===== config.mk =====
export PLATFORM = sky130hd
export DESIGN_NAME = csd_top
export DESIGN_NICKNAME = d
export VERILOG_FILES = /design/src/inc/csd_pkg.sv /design/src/verilog/csd_top.sv
export SDC_FILE = /design/constraint.sdc
export NUM_CORES = 1
export LEC_CHECK = 0
export ABC_AREA = 1
export BUFFER_PORTS_ARGS = -buffer_cell sky130_fd_sc_hd__buf_2
export CORE_MARGIN = 1.5
export CORE_UTILIZATION = 38
export DETAILED_ROUTE_END_ITERATION = 7
export PLACE_DENSITY = 0.54
export SYNTH_ARGS = -nofsm -noshare
export SYNTH_HDL_FRONTEND = slang
export SYNTH_SLANG_ARGS = --single-unit

===== constraint.sdc =====
create_clock -name CORE_CLK_IN -period 4.8 [get_ports CORE_CLK_IN]
set_input_delay 0.96 -clock CORE_CLK_IN [delete_from_list [all_inputs] [get_ports CORE_CLK_IN]]
set_output_delay 0.96 -clock CORE_CLK_IN [all_outputs]
set_load 0.005 [all_outputs]

===== src/inc/csd_pkg.sv =====
// Shared constants and types for the chip-select decode unit.
package csd_pkg;
    localparam int          NUM_SEL        = 12;
    localparam int          AW             = 6;
    localparam int          DW             = 16;
    // Register offsets (word index on the plain register port).
    localparam logic [5:0]  REG_PA_A       = 6'h00;
    localparam logic [5:0]  REG_PA_B       = 6'h01;
    localparam logic [5:0]  REG_LATCH      = 6'h02;
    localparam logic [5:0]  REG_STATUS     = 6'h03;
    localparam logic [5:0]  REG_SEL_BASE   = 6'h20;
    localparam int          PA_A_FIELDS    = 7;
    // Base register layout.
    localparam int          BASE_ADDR_LO   = 3;
    localparam int          BASE_BLK_LO    = 0;
    // Option register layout.
    localparam int          OPT_MODE       = 15;
    localparam int          OPT_BYTE_LO    = 13;
    localparam int          OPT_RW_LO      = 11;
    localparam int          OPT_STROBE_SELECT_BIT       = 10;
    localparam int          OPT_ACK_LO     = 6;
    localparam int          OPT_SPACE_LO   = 4;
    localparam int          OPT_IPL_LO     = 1;
    localparam int          OPT_AUTOVECTOR_REQUEST       = 0;
    // Reset values.
    localparam logic [15:0] BOOT_BASE_RST  = 16'h0007;
    localparam logic [15:0] BOOT_OPT_RST   = 16'h7b70;
    localparam logic [15:0] GEN_BASE_RST   = 16'h0000;
    localparam logic [15:0] GEN_OPT_RST    = 16'h0000;
    // Encodings.
    localparam logic [3:0]  ACK_EXTERNAL   = 4'hf;
    localparam logic [1:0]  PA_DISCRETE    = 2'b00;
    localparam logic [1:0]  PA_ALTERNATE   = 2'b01;
    localparam logic [1:0]  PA_SEL8        = 2'b10;
    localparam logic [1:0]  PA_SEL16       = 2'b11;
    localparam logic [1:0]  SPACE_CPU      = 2'b00;
    localparam logic [1:0]  SPACE_USER     = 2'b01;
    localparam logic [1:0]  SPACE_SUP      = 2'b10;
    localparam logic [1:0]  SPACE_BOTH     = 2'b11;
    localparam logic [2:0]  FC_CPU         = 3'b111;
    localparam logic [3:0]  IACK_CODE      = 4'hf;
    localparam logic [1:0]  SIZE_BYTE      = 2'b01;
    localparam int          LATCH_SEL_LO   = 4;
    localparam int          LATCH_BITS     = 7;

    typedef enum logic {
        CYC_IDLE   = 1'b0,
        CYC_ACTIVE = 1'b1
    } csd_cycle_t;
endpackage


===== src/verilog/csd_top.sv =====
// Chip-select decode unit: select matching, internal acknowledge and port latch.
//
// Notes on behaviour
// Latch bit 7 ignores writes and always reads zero.
// Latch bits 6..0 drive select pins 10..4 when assigned as discrete output.
// Match space, base address, direction, and byte lane on sixteen-bit ports.
// In interrupt acknowledge, priority on address 3..1 must equal priority mask; a mask of zero here accepts any level.
// Asynchronous select asserts with address or data strobe per strobe bit.
// Synchronous select times assertion to the E clock.
// Acknowledge field picks external or internal acknowledge and wait states.
// Cycle waits for acknowledge; slow peripherals rely on internal acknowledge.
// CPU space compares base bits 15..3 with address 23..11.
// Interrupt acknowledge is function code 111, code 1111 on address 19..16.
// Interrupt acknowledge answered only for external requests, not internal.
// Software programs base all ones, small block, read only, right lane first.
// Unvectored interrupts end with autovector, external pin or internal select.
// Reset sets low pin-assign bits, high bits from sampled data 6..1.
// General selects reset disabled: base zero, 2K, CPU space, no waits.
// Boot select resets enabled, both lanes, width from sampled data 0.
// Boot select resets base zero, 1M, read/write, 13 waits, user or supervisor space.
// Priority mask and autovector act only in CPU space.
// Block size code chooses compared upper address bits, 2K up to 1M.
// Pin assign 00 discrete, 01 alternate, 10 eight-bit, 11 sixteen-bit.
// Select asserts only during the bus cycle and negates at its end.
`timescale 1ns/1ns
module csd_top (
    input  wire logic                  CORE_CLK_IN,
    input  wire logic                  RST_IN,
    input  wire logic [csd_pkg::AW-1:0] REG_ADDR_IN,
    input  wire logic [csd_pkg::DW-1:0] REG_WDATA_IN,
    input  wire logic                  REG_WR_IN,
    input  wire logic                  REG_RD_IN,
    output logic      [csd_pkg::DW-1:0] REG_RDATA_OUT,
    input  wire logic [7:0]            STRAP_DATA_IN,
    input  wire logic [23:0]           ADDR_IN,
    input  wire logic [2:0]            FUNCTION_CODE_IN,
    input  wire logic [1:0]            TRANSFER_SIZE_IN,
    input  wire logic                  READ_IN,
    input  wire logic                  ADDRESS_STROBE_N_IN,
    input  wire logic                  DATA_STROBE_N_IN,
    input  wire logic                  E_CLOCK_IN,
    input  wire logic                  IACK_INTERNAL_IN,
    output logic [csd_pkg::NUM_SEL-1:0] SELECT_PIN_OUT,
    output logic                       INT_ACK_OUT,
    output logic                       INT_ACK_WIDE_OUT,
    output logic                       AUTOVECTOR_REQUEST_OUT
);
    import csd_pkg::*;

    // Lowest address bit compared for each block size code.
    function automatic logic [4:0] blk_low(input logic [2:0] code);
        unique case (code)
            3'h0:    blk_low = 5'd11;
            3'h1:    blk_low = 5'd13;
            3'h2:    blk_low = 5'd14;
            3'h3:    blk_low = 5'd16;
            3'h4:    blk_low = 5'd17;
            3'h5:    blk_low = 5'd18;
            3'h6:    blk_low = 5'd19;
            default: blk_low = 5'd20;
        endcase
    endfunction

    // Byte lane match for a given pin assignment.
    function automatic logic lane_ok(input logic [1:0] pa, input logic [1:0] lanes,
                                     input logic a0, input logic [1:0] siz);
        if (pa == PA_SEL16) begin
            lane_ok = (lanes[1] & ~a0) | (lanes[0] & (a0 | (siz != SIZE_BYTE)));
        end else begin
            lane_ok = (lanes != 2'b00);
        end
    endfunction

    logic [15:0]        base_reg [NUM_SEL];
    logic [15:0]        opt_reg  [NUM_SEL];
    logic [1:0]         pa_reg   [NUM_SEL];
    logic [6:0]         latch;
    logic [7:0]         strap_s1, strap_s2, strap_s3;
    logic [7:0]         strap_val;
    csd_cycle_t         cycle;
    logic [3:0]         wait_cnt;
    logic [NUM_SEL-1:0] hit, assert_now, int_ack_req, autovector_request_req, wide_req;
    logic               iack_cycle, bus_on;
    logic [3:0]         reg_sel;
    logic               sel_hit;

    assign bus_on     = ~ADDRESS_STROBE_N_IN;
    assign iack_cycle = (FUNCTION_CODE_IN == FC_CPU) && (ADDR_IN[19:16] == IACK_CODE);
    assign reg_sel    = REG_ADDR_IN[4:1];
    assign sel_hit    = REG_ADDR_IN[5] && (reg_sel < 4'(NUM_SEL));

    // Straps come from pins; a change counts only once the last two stages agree.
    always_ff @(posedge CORE_CLK_IN) begin
        strap_s1 <= STRAP_DATA_IN;
        strap_s2 <= strap_s1;
        strap_s3 <= strap_s2;
    end

    // One more clock of latency keeps a strap that is still settling out of the reset image.
    always_ff @(posedge CORE_CLK_IN) begin
        if (strap_s2 == strap_s3) begin
            strap_val <= strap_s3;
        end
    end

    genvar g;
    generate
        for (g = 0; g < NUM_SEL; g++) begin : gen_sel
            logic [12:0] mask;
            logic        space_ok, rw_ok, ipl_ok, addr_ok, cpu_sp;
            logic [1:0]  sp;
            logic [3:0]  ack_f;
            for (genvar b = 0; b < 13; b++) begin : gen_mask
                assign mask[b] = (5'(b + 11) >= blk_low(base_reg[g][2:0]));
            end
            assign sp      = opt_reg[g][OPT_SPACE_LO +: 2];
            assign cpu_sp  = (sp == SPACE_CPU);
            assign ack_f   = opt_reg[g][OPT_ACK_LO +: 4];
            always_comb begin
                unique case (sp)
                    SPACE_CPU:  space_ok = (FUNCTION_CODE_IN == FC_CPU);
                    SPACE_USER: space_ok = ~FUNCTION_CODE_IN[2];
                    SPACE_SUP:  space_ok = FUNCTION_CODE_IN[2] && (FUNCTION_CODE_IN != FC_CPU);
                    SPACE_BOTH: space_ok = (FUNCTION_CODE_IN != FC_CPU);
                endcase
            end
            // CPU-space cycles use the same 23..11 compare as ordinary ones.
            assign addr_ok = ((base_reg[g][15:3] ^ ADDR_IN[23:11]) & mask) == 13'h0;
            assign rw_ok   = READ_IN ? opt_reg[g][OPT_RW_LO] : opt_reg[g][OPT_RW_LO + 1];
            assign ipl_ok  = !(cpu_sp && iack_cycle) ||
                             (opt_reg[g][OPT_IPL_LO +: 3] == 3'h0) ||
                             (opt_reg[g][OPT_IPL_LO +: 3] == ADDR_IN[3:1]);
            // An internally requested acknowledge cycle is left to the internal module.
            assign hit[g]  = bus_on && space_ok && addr_ok && rw_ok && ipl_ok &&
                             !(iack_cycle && IACK_INTERNAL_IN) &&
                             lane_ok(pa_reg[g], opt_reg[g][OPT_BYTE_LO +: 2],
                                     ADDR_IN[0], TRANSFER_SIZE_IN);
            assign assert_now[g] = hit[g] && (opt_reg[g][OPT_MODE] ? E_CLOCK_IN :
                                   (opt_reg[g][OPT_STROBE_SELECT_BIT] ? ~DATA_STROBE_N_IN : 1'b1));
            assign autovector_request_req[g] = hit[g] && cpu_sp && iack_cycle && opt_reg[g][OPT_AUTOVECTOR_REQUEST];
            assign int_ack_req[g] = hit[g] && !opt_reg[g][OPT_MODE] && !autovector_request_req[g] &&
                                    (ack_f != ACK_EXTERNAL) && (wait_cnt >= ack_f);
            assign wide_req[g] = int_ack_req[g] && (pa_reg[g] == PA_SEL16);
        end
    endgenerate

    // Bus cycle tracking: the wait counter starts at the strobe and saturates.
    always_ff @(posedge CORE_CLK_IN) begin
        if (RST_IN) begin
            cycle    <= CYC_IDLE;
            wait_cnt <= 4'h0;
        end else begin
            unique case (cycle)
                CYC_IDLE: begin
                    if (bus_on) begin
                        cycle <= CYC_ACTIVE;
                    end
                    wait_cnt <= 4'h0;
                end
                CYC_ACTIVE: begin
                    if (!bus_on) begin
                        cycle    <= CYC_IDLE;
                        wait_cnt <= 4'h0;
                    end else if (wait_cnt != 4'hf) begin
                        wait_cnt <= wait_cnt + 4'h1;
                    end
                end
            endcase
        end
    end

    // Select and port latch pins; outputs lag the decode by one clock.
    always_ff @(posedge CORE_CLK_IN) begin
        for (int i = 0; i < NUM_SEL; i++) begin
            if (RST_IN) begin
                SELECT_PIN_OUT[i] <= 1'b1;
            end else if (pa_reg[i][1]) begin
                SELECT_PIN_OUT[i] <= ~(assert_now[i] && bus_on);
            end else if (pa_reg[i] == PA_DISCRETE && i >= LATCH_SEL_LO &&
                         i < LATCH_SEL_LO + LATCH_BITS) begin
                SELECT_PIN_OUT[i] <= latch[i - LATCH_SEL_LO];
            end else begin
                SELECT_PIN_OUT[i] <= 1'b1;
            end
        end
    end

    // Internal termination, held until the strobe negates.
    always_ff @(posedge CORE_CLK_IN) begin
        if (RST_IN) begin
            INT_ACK_OUT            <= 1'b0;
            INT_ACK_WIDE_OUT       <= 1'b0;
            AUTOVECTOR_REQUEST_OUT <= 1'b0;
        end else begin
            INT_ACK_OUT            <= |int_ack_req;
            INT_ACK_WIDE_OUT       <= |wide_req;
            AUTOVECTOR_REQUEST_OUT <= |autovector_request_req;
        end
    end

    // Configuration registers and straps.
    always_ff @(posedge CORE_CLK_IN) begin
        if (RST_IN) begin
            base_reg[0] <= BOOT_BASE_RST;
            opt_reg[0]  <= BOOT_OPT_RST;
            pa_reg[0]   <= {1'b1, strap_val[0]};
            for (int i = 1; i < NUM_SEL; i++) begin
                base_reg[i] <= GEN_BASE_RST;
                opt_reg[i]  <= GEN_OPT_RST;
                pa_reg[i]   <= {strap_val[1 + ((i - 1) >> 1)], 1'b1};
            end
            latch <= 7'h00;
        end else if (REG_WR_IN) begin
            if (sel_hit && REG_ADDR_IN[0]) begin
                opt_reg[reg_sel] <= REG_WDATA_IN;
            end else if (sel_hit) begin
                base_reg[reg_sel] <= REG_WDATA_IN;
            end else if (REG_ADDR_IN == REG_LATCH) begin
                latch <= REG_WDATA_IN[6:0];
            end else if (REG_ADDR_IN == REG_PA_A) begin
                for (int i = 0; i < PA_A_FIELDS; i++) begin
                    pa_reg[i] <= REG_WDATA_IN[2*i +: 2];
                end
            end else if (REG_ADDR_IN == REG_PA_B) begin
                for (int i = PA_A_FIELDS; i < NUM_SEL; i++) begin
                    pa_reg[i] <= REG_WDATA_IN[2*(i - PA_A_FIELDS) +: 2];
                end
            end
        end
    end

    // Read port; unmapped offsets read zero.
    always_ff @(posedge CORE_CLK_IN) begin
        if (RST_IN) begin
            REG_RDATA_OUT <= 16'h0000;
        end else if (REG_RD_IN) begin
            REG_RDATA_OUT <= 16'h0000;
            if (sel_hit) begin
                REG_RDATA_OUT <= REG_ADDR_IN[0] ? opt_reg[reg_sel] : base_reg[reg_sel];
            end else if (REG_ADDR_IN == REG_LATCH) begin
                REG_RDATA_OUT <= {9'h000, latch};
            end else if (REG_ADDR_IN == REG_STATUS) begin
                REG_RDATA_OUT <= {4'h0, ~SELECT_PIN_OUT};
            end else if (REG_ADDR_IN == REG_PA_A) begin
                for (int i = 0; i < PA_A_FIELDS; i++) begin
                    REG_RDATA_OUT[2*i +: 2] <= pa_reg[i];
                end
            end else if (REG_ADDR_IN == REG_PA_B) begin
                for (int i = PA_A_FIELDS; i < NUM_SEL; i++) begin
                    REG_RDATA_OUT[2*(i - PA_A_FIELDS) +: 2] <= pa_reg[i];
                end
            end
        end else begin
            REG_RDATA_OUT <= 16'h0000;
        end
    end

    latch_msb_zero_a: assert property (@(posedge CORE_CLK_IN) disable iff (RST_IN)
        REG_RD_IN && REG_ADDR_IN == REG_LATCH |=> REG_RDATA_OUT[7] == 1'b0)
        else $error("latch bit 7 read as one");
    discrete_pin_a: assert property (@(posedge CORE_CLK_IN) disable iff (RST_IN)
        pa_reg[4] == PA_DISCRETE |=> SELECT_PIN_OUT[4] == $past(latch[0]))
        else $error("discrete pin does not follow latch");
    idle_negate_a: assert property (@(posedge CORE_CLK_IN) disable iff (RST_IN)
        !bus_on && pa_reg[0][1] |=> SELECT_PIN_OUT[0])
        else $error("boot select asserted outside a cycle");
    strobe_time_a: assert property (@(posedge CORE_CLK_IN) disable iff (RST_IN)
        pa_reg[1][1] && !opt_reg[1][OPT_MODE] && opt_reg[1][OPT_STROBE_SELECT_BIT] && DATA_STROBE_N_IN
        |=> SELECT_PIN_OUT[1])
        else $error("data-strobe select asserted early");
    sync_e_clock_a: assert property (@(posedge CORE_CLK_IN) disable iff (RST_IN)
        pa_reg[2][1] && opt_reg[2][OPT_MODE] && !E_CLOCK_IN |=> SELECT_PIN_OUT[2])
        else $error("synchronous select asserted without E clock");
    boot_wait_a: assert property (@(posedge CORE_CLK_IN) disable iff (RST_IN)
        hit == 12'h001 && opt_reg[0][OPT_ACK_LO +: 4] == 4'hd && wait_cnt < 4'hd
        |=> !INT_ACK_OUT)
        else $error("internal acknowledge before wait states elapsed");
    ack_in_cycle_a: assert property (@(posedge CORE_CLK_IN) disable iff (RST_IN)
        INT_ACK_OUT |-> $past(bus_on))
        else $error("internal acknowledge outside a cycle");
    internal_iack_a: assert property (@(posedge CORE_CLK_IN) disable iff (RST_IN)
        iack_cycle && IACK_INTERNAL_IN |=> !AUTOVECTOR_REQUEST_OUT && !INT_ACK_OUT)
        else $error("select answered an internal interrupt acknowledge");
    autovector_request_cpu_a: assert property (@(posedge CORE_CLK_IN) disable iff (RST_IN)
        $rose(AUTOVECTOR_REQUEST_OUT) |-> $past(iack_cycle))
        else $error("autovector outside interrupt acknowledge");
    reset_pa_a: assert property (@(posedge CORE_CLK_IN)
        $past(RST_IN) && !RST_IN |-> pa_reg[5][0] && pa_reg[0][1])
        else $error("pin assignment reset value wrong");
    alt_pin_high_a: assert property (@(posedge CORE_CLK_IN) disable iff (RST_IN)
        pa_reg[1] == PA_ALTERNATE |=> SELECT_PIN_OUT[1])
        else $error("alternate-function pin driven low");
    rw_block_a: assert property (@(posedge CORE_CLK_IN) disable iff (RST_IN)
        pa_reg[1][1] && !READ_IN && !opt_reg[1][OPT_RW_LO + 1] |=> SELECT_PIN_OUT[1])
        else $error("select asserted for a refused direction");
    base_match_a: assert property (@(posedge CORE_CLK_IN) disable iff (RST_IN)
        pa_reg[1][1] && base_reg[1][2:0] == 3'h0 && ADDR_IN[23:11] != base_reg[1][15:3]
        |=> SELECT_PIN_OUT[1])
        else $error("2K select asserted outside its block");
    wide_ack_a: assert property (@(posedge CORE_CLK_IN) disable iff (RST_IN)
        int_ack_req[0] && pa_reg[0] == PA_SEL16 |=> INT_ACK_WIDE_OUT)
        else $error("sixteen-bit boot acknowledge not flagged wide");
    reset_regs_a: assert property (@(posedge CORE_CLK_IN)
        $past(RST_IN) && !RST_IN |-> base_reg[0] == BOOT_BASE_RST &&
            opt_reg[0] == BOOT_OPT_RST && opt_reg[1] == GEN_OPT_RST)
        else $error("select register reset value wrong");
endmodule


After elaboration in Yosys (flattened, before gate mapping)
Memory sizes are Yosys's and may differ from the RTL's.
Index checks and enable logic that the tools add are counted.

operators by class
  add/sub/neg operators = 1
  order comparisons = 169
  eq/ne operators = 154
  multiplexer cells = 141
  bitwise logic cells = 99
  reductions and logical operators = 350

operator list
  cell                                                               number
  greater-or-equal comparator 5 bit (first input constant)           96
  case mux 5 bit (7 select lines)                                    12
  greater-or-equal comparator 4 x 5 -> 1 bit (first input constant)  60
  logical AND 1 bit                                                  209
  AND 13 bit                                                         12
  logical NOT 13 bit                                                 12
  bitwise XOR 13 bit                                                 12
  == test 3 bit (second input constant)                              37
  two-way mux 1 bit                                                  91
  == test 2 bit (second input constant)                              36
  == test 3 x 2 -> 1 bit (second input constant)                     24
  logical NOT 3 bit                                                  24
  two-way mux 16 bit                                                 4
  != test 4 bit (second input constant)                              13
  greater-or-equal comparator 4 bit                                  12
  case mux 1 bit (4 select lines)                                    12
  logical NOT 2 bit                                                  19
  logical NOT 1 bit                                                  37
  == test 3 x 1 -> 1 bit (second input constant)                     12
  == test 3 bit                                                      12
  OR reduction 12 bit                                                3
  OR reduction 16 bit                                                2
  two-way mux 14 bit                                                 2
  NOT 1 bit                                                          25
  other kinds (22)                                                   136

storage, ports and cells
  bits in registers = 74
  bits in writable memories = 408
  input port bits = 68
  output and inout bits = 31
  logic and storage cells = 934
  memories kept = 3

memories
  name      words  bits a word  rd ports  clocked after Yosys merged registers in  write ports  line           source
  base_reg  12     16           13        0                                        12           csd_top.sv:74  logic [15:0] base_reg [NUM_SEL];
  opt_reg   12     16           13        0                                        12           csd_top.sv:75  logic [15:0] opt_reg [NUM_SEL];
  pa_reg    12     2            12        0                                        12           csd_top.sv:76  logic [1:0] pa_reg [NUM_SEL];

Longest topological paths before layout
Gate-level depths: netlist of the first run.

  depth in word-level cells = 19
  mapped depth = 16
  depth with buffers taken out = 16

Least setup slack after synthesis of the first run
OpenSTA, ideal clock, no wires.

  path type = input port to flip-flop
  start point = input REG_ADDR_IN[3] in the netlist's numbering
  end point = memory opt_reg[10][0], enable pin
  setup time = 0.372 ns
  data arrival time = 2.451 ns
  required time = 4.428 ns
  setup slack = 1.977 ns
  stages on the path = 11
  path buffers = 2
  cell sequence = nand2_1 inv_2 nor2_4 inv_2 nor2_4 nand3_2 inv_2 buf_6 nand3_4 buf_2 nand2_1

RTL lines
  element             line           source
  start: declaration  csd_top.sv:29  input wire logic [csd_pkg::AW-1:0] REG_ADDR_IN,
  end: declaration    csd_top.sv:75

==> results of run 1 <==
## through the flow
step	power, mW	setup WS (ns)	hold slack (ns)	area (um2)	utilization (%)
detailed placement	7.48	0.812	0.316	32600	40.6
CTS	12.9	1.46	0.308	34900	43.5
finish	12.9	1.33	0.306	34900	43.5
global route	13.2	1.27	0.324	34900	43.5
global placement	7.47	0.840	0.312	32600	40.6
floorplan	6.90	1.98	0.310	31100	-
## layout make-up
cell class,instances,area share (%)
diodes,2,0.0143
clock buffers,96,5.53
clock inverters,27,1.09
inverters,331,3.58
multi-input cells,2347,34.2
flip-flops and latches,594,49.2
well taps,1060,3.80
repair buffers,149,2.66
## cell families (layout without fill, tap and decap cells)
logic type                 Yosys count  count (layout)
other                                1             114
adders and majority gates           49              49
DFF                                594             594
AOI/OAI and AO/OA                  519             519
buffers and inverters              499             603
xor gates and xnor gates           108             108
and+or+nand+nor                   1559            1559
## placed cells by master (no fill, tap or decap), types with 5 or more instances in the layout
cell type  instances
nand2_1          710
nor2_1           564
edfxtp_1         527
inv_1            300
nand3_1          173
a22oi_1          165
o21ai_0          137
conb_1           112
a21oi_1          103
buf_2             91
xnor2_1           81
clkbuf_16         71
dfxtp_1           67
buf_4             55
ha_1              49
nand4_1           43
o22ai_1           27
xor2_1            27
o221ai_1          23
nand3_4           20
clkbuf_1          19
clkinv_1          16
inv_2             15
or2_2             14
o31ai_1           11
o21ai_1           10
a221oi_1          10
a211oi_1           9
nor2_4             8
bufinv_16          7
o211ai_1           6
clkinv_2           6
clkbuf_8           6
or3_1              5
## metal layers
metal / GRT usage (%) / vias up / wire length (um)
met5: 0 / - / 24
met2: 44.2 / 1299 / 53000
met1: 38.6 / 12300 / 48400
li1: - / 11500 / -
met3: 4.87 / 212 / 11000
met4: 11.8 / 4 / 5170
## power breakdown
group / total, mW / switching, mW / internal [mW] / leakage (nW)
sequential: 6.09 / 0.173 / 5.91 / 5.60
combinational: 1.33 / 0.980 / 0.351 / 7.67
clock: 5.48 / 2.26 / 3.22 / 1.12
## worst max-delay path: stages
cell and delay, ns:
buf_2 0.16, nand2_1 0.11, inv_2 0.06, nor2_4 0.11, inv_2 0.08, nor2_4 0.07
buf_4 0.27, nand3_2 0.14, inv_2 0.41, nand3_2 0.50, nand2_1 0.82
## worst max-delay path by stage
stage / end / slack [ns] / cells after the start / startpoint
2_1_floorplan: opt_reg[10][0]$_SDFFCE_PN0P_ / 1.98 / 11 / REG_ADDR_IN[3]
3_3_place_gp: opt_reg[3][7]$_SDFFCE_PN0P_ / 0.84 / 11 / REG_ADDR_IN[3]
3_5_place_dp: opt_reg[3][9]$_SDFFCE_PN0P_ / 0.81 / 11 / REG_ADDR_IN[3]
4_1_cts: opt_reg[3][13]$_SDFFCE_PN0P_ / 1.46 / 11 / REG_ADDR_IN[3]
5_1_grt: opt_reg[3][13]$_SDFFCE_PN0P_ / 1.27 / 11 / REG_ADDR_IN[3]
6_report: opt_reg[3][14]$_SDFFCE_PN0P_ / 1.33 / 11 / REG_ADDR_IN[3]
==> results.ini, run 1 <==
[sta]
setup-tns-final_ns = 0
report.final.setup_viol = 0
finalHoldViolCount = 0
fin_crit_ns = 3.47
slew_headroom_pct = 23.3
slew_viol_final = 0
period_share_pct = 72.2
tightest_slew_ns = 1.15
fmax_ghz = 0.288
rsz0062_at_grt = no
skew_ns = 0.0291

[power_and_ir_drop]
p_per_area_mw_per_mm2 = 369
p_leak_nw = 14.4
ir_drop_uv = 266

[floorplanning]
core_mm2 = 0.0803
start_util_pct = 38.2
dieArea_mm2 = 0.0825
pin_count = 99
die_h_um = 287
rows = 104
die_w_um = 287

[logic_synthesis]
synthFlopType = edfxtp_1
synthCells = 3329
async_reset_ff_share_pct = 0
synth_edf_count = 527
synthDistinctLibCells = 52
synth_fa_ha_area_share_pct = 2.00
synth-compound-area-share_pct = 10.7
synth_area_per_cell_um2 = 9.22
seq_area_frac_synth_pct = 55.9
yosys.area.top_type = edfxtp_1
synth_area_leaders = edfxtp_1 (52%), nand2_1 (8.7%), nor2_1 (6.9%), dfxtp_1 (4.4%), a22oi_1 (4.0%)
ys_warn_count = 0
synth_seq_cells = 594
synth_mux_area_share_pct = 0
mappedNetlistArea_mm2 = 0.0307
synth_top_family_by_area = simple AND/OR/NAND/NOR gates
synthSimpleGateAreaFrac_pct = 21.6
synth_commonest_cells = nand2_1 (710), nor2_1 (567), edfxtp_1 (527)
synth_top_area_share_pct = 51.6
synth.most_common_cell = nand2_1
synth_xor_area_share_pct = 3.08

[grt]
antenna_found_initial = 3
grt_max_degree = 46
overflow = 0
grt_pass1_vias = 23500
grt_pass1_wl_um = 166000
grt_usage_pct = 28.2

[hold_path]
hp-start = strap_s1[3]$_DFF_P_
hold_path.class = flop to flop
hold-path-cell-count = 0
min_to = strap_s2[3]$_DFF_P_

[worst_setup_path]
crit-reg2reg-launch = wait_cnt[1]$_SDFFE_PP0P_
worst_ep_arrival_time_ns = 3.71
r2r_slack_ns = 2.02
crit_required_ns = 5.04
r2r-end = INT_ACK_OUT$_SDFF_PP0_
r2r.worst_path.cells = 12
crit_path_max_fanout = 17
critPathCaptureType = flop
path_class = primary input to flop
start_kind = primary input

[outcome]
status = finished, final reports clean

[clocking]
cts_made_buffers = 69
cts_max_level = 3
cts_buffer_depth = 3
clkTransAtPathRegs_ns = 0.06
numClockSinks = 594
post_cts_buffers = 0
cts_tree = yes
cts_root_buffer = clkbuf_16
clk_latency_ns = 0.64
cts-resized-gates = 0
cts_hold_buf = 0

[route]
antenna_left = 0
drt-initial-drc-count = 2958
dr_total_vias = 25300
routedWlPerCell_um = 25.5
vias_per_cell = 5.50
firstDrtPassIters = 6
drcViolationCount = 0
wirelength_um = 118000

[finish]
regArea_mm2 = 0.0172
syn_to_final_growth_pct = 13.7
multi_input_area_mm2 = 0.0119
nNetsFinal = 3609
drive_above_1_share_pct = 9.14
layout.cells.non_filler = 4606
nFillCells = 7921

[flow_run]
max_cap_violations = 0

[placed_design]
place_inst = 4481
port_buffers = 91
place_congestion = 0.973
hpwlAfterDp_um = 84800

Note: power is estimated with default switching activity, not from simulation.
==> run 2: changes to the inputs <==
--- a/config.mk
+++ b/config.mk
@@ -10,7 +10,7 @@
 export CORE_MARGIN = 1.5
 export CORE_UTILIZATION = 38
 export DETAILED_ROUTE_END_ITERATION = 7
-export PLACE_DENSITY = 0.54
+export PLACE_DENSITY = 0.56
 export SYNTH_ARGS = -nofsm -noshare
 export SYNTH_HDL_FRONTEND = slang
 export SYNTH_SLANG_ARGS = --single-unit
==> constraint.sdc (replaced) <==
create_clock -name CORE_CLK_IN -period 2.95 [get_ports CORE_CLK_IN]
set_input_delay 0.59 -clock CORE_CLK_IN [delete_from_list [all_inputs] [get_ports CORE_CLK_IN]]
set_output_delay 0.59 -clock CORE_CLK_IN [all_outputs]
set_load 0.005 [all_outputs]
==> results.ini, run 2 (synthesis gave the netlist of run 1 again) <==
[outcome]
status = finished, final reports clean

[sta]
tightest_slew_ns = 1.08  ; -0.0682 ns
slew_headroom_pct = 27.4  ; +4.2 points
rsz0062_at_grt = no
period_share_pct = 83.2
report.final.setup_viol = 0  ; unchanged
fin_crit_ns = 2.46
fmax_ghz = 0.407
finalHoldViolCount = 0  ; unchanged
slew_viol_final = 0  ; unchanged
setup-tns-final_ns = 0  ; unchanged
skew_ns = 0.0271  ; -0.00204 ns

[clocking]
cts_tree = yes
cts_root_buffer = clkbuf_16
numClockSinks = 594  ; unchanged
post_cts_buffers = 0  ; unchanged
clkTransAtPathRegs_ns = 0.06  ; about the same
clk_latency_ns = 0.62  ; -0.02 ns
cts-resized-gates = 0  ; unchanged
cts_made_buffers = 69  ; unchanged
cts_buffer_depth = 3  ; unchanged
cts_max_level = 3  ; unchanged
cts_hold_buf = 0  ; unchanged

[worst_setup_path]
worst_ep_arrival_time_ns = 2.96  ; -0.75 ns
path_class = flop to flop
crit_path_max_fanout = 9  ; -8
critPathCaptureType = flop
crit_required_ns = 3.45  ; -1.59 ns
start_kind = flop

[grt]
grt_max_degree = 45  ; -2.2%
grt_pass1_wl_um = 171000  ; +2.5%
antenna_found_initial = 0  ; -3
grt_pass1_vias = 24600  ; +4.8%
grt_usage_pct = 28.9  ; +0.70 points
overflow = 0  ; unchanged

[route]
vias_per_cell = 5.44  ; -1.1%
routedWlPerCell_um = 24.9  ; -2.3%
dr_total_vias = 26200  ; +3.2%
drt-initial-drc-count = 3539  ; +20%
antenna_left = 0  ; unchanged
drcViolationCount = 0  ; unchanged
wirelength_um = 120000  ; +2.0%
firstDrtPassIters = 6  ; unchanged

[placed_design]
place_congestion = 1.01  ; +3.5%
hpwlAfterDp_um = 89600  ; +5.7%
port_buffers = 91  ; unchanged
postPlaceCellArea_mm2 = 0.0344  ; +5.5%

[finish]
syn_to_final_growth_pct = 19.1
postLayoutCellArea_mm2 = 0.0366  ; +4.7%
layout_commonest_cell = nand2_1
layout_common_cells = nand2_1 (710), nor2_1 (564), edfxtp_1 (527)
nNetsFinal = 3813  ; +5.7%
drive_above_1_share_pct = 13.9  ; +4.7 points

[floorplanning]
rows = 104  ; unchanged
start_util_pct = 38.2  ; unchanged
pin_count = 99  ; unchanged
die_w_um = 287  ; unchanged
core_mm2 = 0.0803  ; unchanged
dieArea_mm2 = 0.0825  ; unchanged
die_h_um = 287  ; unchanged

[power_and_ir_drop]
p_per_area_mw_per_mm2 = 565  ; +53%
seqPwrFrac_pct = 47.9  ; +0.7 points
clkPwrFrac_pct = 40.4  ; -2.1 points
p_total_mw = 20.7  ; +60%
intPower_mw = 15.2  ; +60%
combPwrFrac_pct = 11.6  ; +1.3 points
sw_frac_of_total_pct = 26.5  ; about the same
p_switching_mw = 5.47  ; +60%
p_leak_nw = 15.4  ; +6.9%
ir_drop_uv = 520  ; +96%

[flow_run]
max_cap_violations = 0  ; unchanged

[hold_path]
hold_path.class = primary input to flop

-- run 2: cell types whose count changed in the layout (fill, tap and decap cells not counted), sizes merged --
cell	previous run	this run
clkinvlp	3	2
clkbuf	96	92
clkinv	25	38
bufinv	7	3
buf	149	353
inv	323	319
-- run 2: cell type report --
cell class	instances	area, um2
Timing Repair Buffer	353	2720
Inverter	331	1250
Antenna cell	2	5.00
Fill cell	7889	43700
Clock buffer	92	1910
Tap cell	1060	1330
Multi-Input combinational cell	2347	11900
Clock inverter	31	253
Sequential cell	594	17200
-- run 2: per-stage QoR --
step | std cells | setup WS (ns) | util [%] | hold slack (ns)
finish | 4810 | 0.494 | 45.5 | 0.0806
global route | 4808 | 0.250 | 45.5 | 0.0611
CTS | 4808 | 0.520 | 45.5 | 0.0462
detailed placement | 4685 | 0.0863 | 42.8 | 0.314
global placement | 4685 | 0.0806 | 42.8 | 0.312
floorplan | 3440 | 0.497 | - | 0.310
-- run 2: path summary, 6_finish.rpt --
path | startpoint | endpoint | slack, ns | depth (start not counted)
worst max register to register | wait_cnt[0]$_SDFFE_PP0P_ | INT_ACK_OUT$_SDFF_PP0_ | 0.49 | 15
worst max-delay path | wait_cnt[0]$_SDFFE_PP0P_ | INT_ACK_OUT$_SDFF_PP0_ | 0.49 | 15
worst min register to register | strap_s1[0]$_DFF_P_ | strap_s2[0]$_DFF_P_ | 0.32 | 0
worst min-delay path | STRAP_DATA_IN[7] | strap_s1[7]$_DFF_P_ | 0.08 | 1
-- run 2: per-layer routing --
| layer | track usage, % | vias to the layer above | share of wire [%] |
|---|---|---|---|
| met5 | 0 | - | 0 |
| li1 | - | 11900 | - |
| met1 | 39.5 | 12600 | 41 |
| met3 | 4.97 | 251 | 9.6 |
| met2 | 44.9 | 1388 | 45 |
| met4 | 13.1 | 0 | 4.8 |
-- run 2: power by group through the flow --
stage	registers, mW	clock network [mW]	logic, mW
global placement	10.1	0	2.33
global route	9.95	8.78	2.54
CTS	9.89	8.46	2.35
floorplan	9.97	0	1.25
finish	9.90	8.35	2.40
detailed placement	10.1	0	2.34
-- run 2: worst max-delay path: stages, from the launching register on --
cell	delay [ns]
dfxtp_1	0.33
inv_1	0.35
buf_4	0.21
ha_1	0.22
inv_1	0.05
a21boi_0	0.06
o21ai_0	0.14
nand2_1	0.07
a21oi_1	0.27
nor2_1	0.15
nand2_1	0.09
nand2_1	0.05
nor2_1	0.12
nand2_1	0.07
o21ai_1	0.11
inv_1	0.05
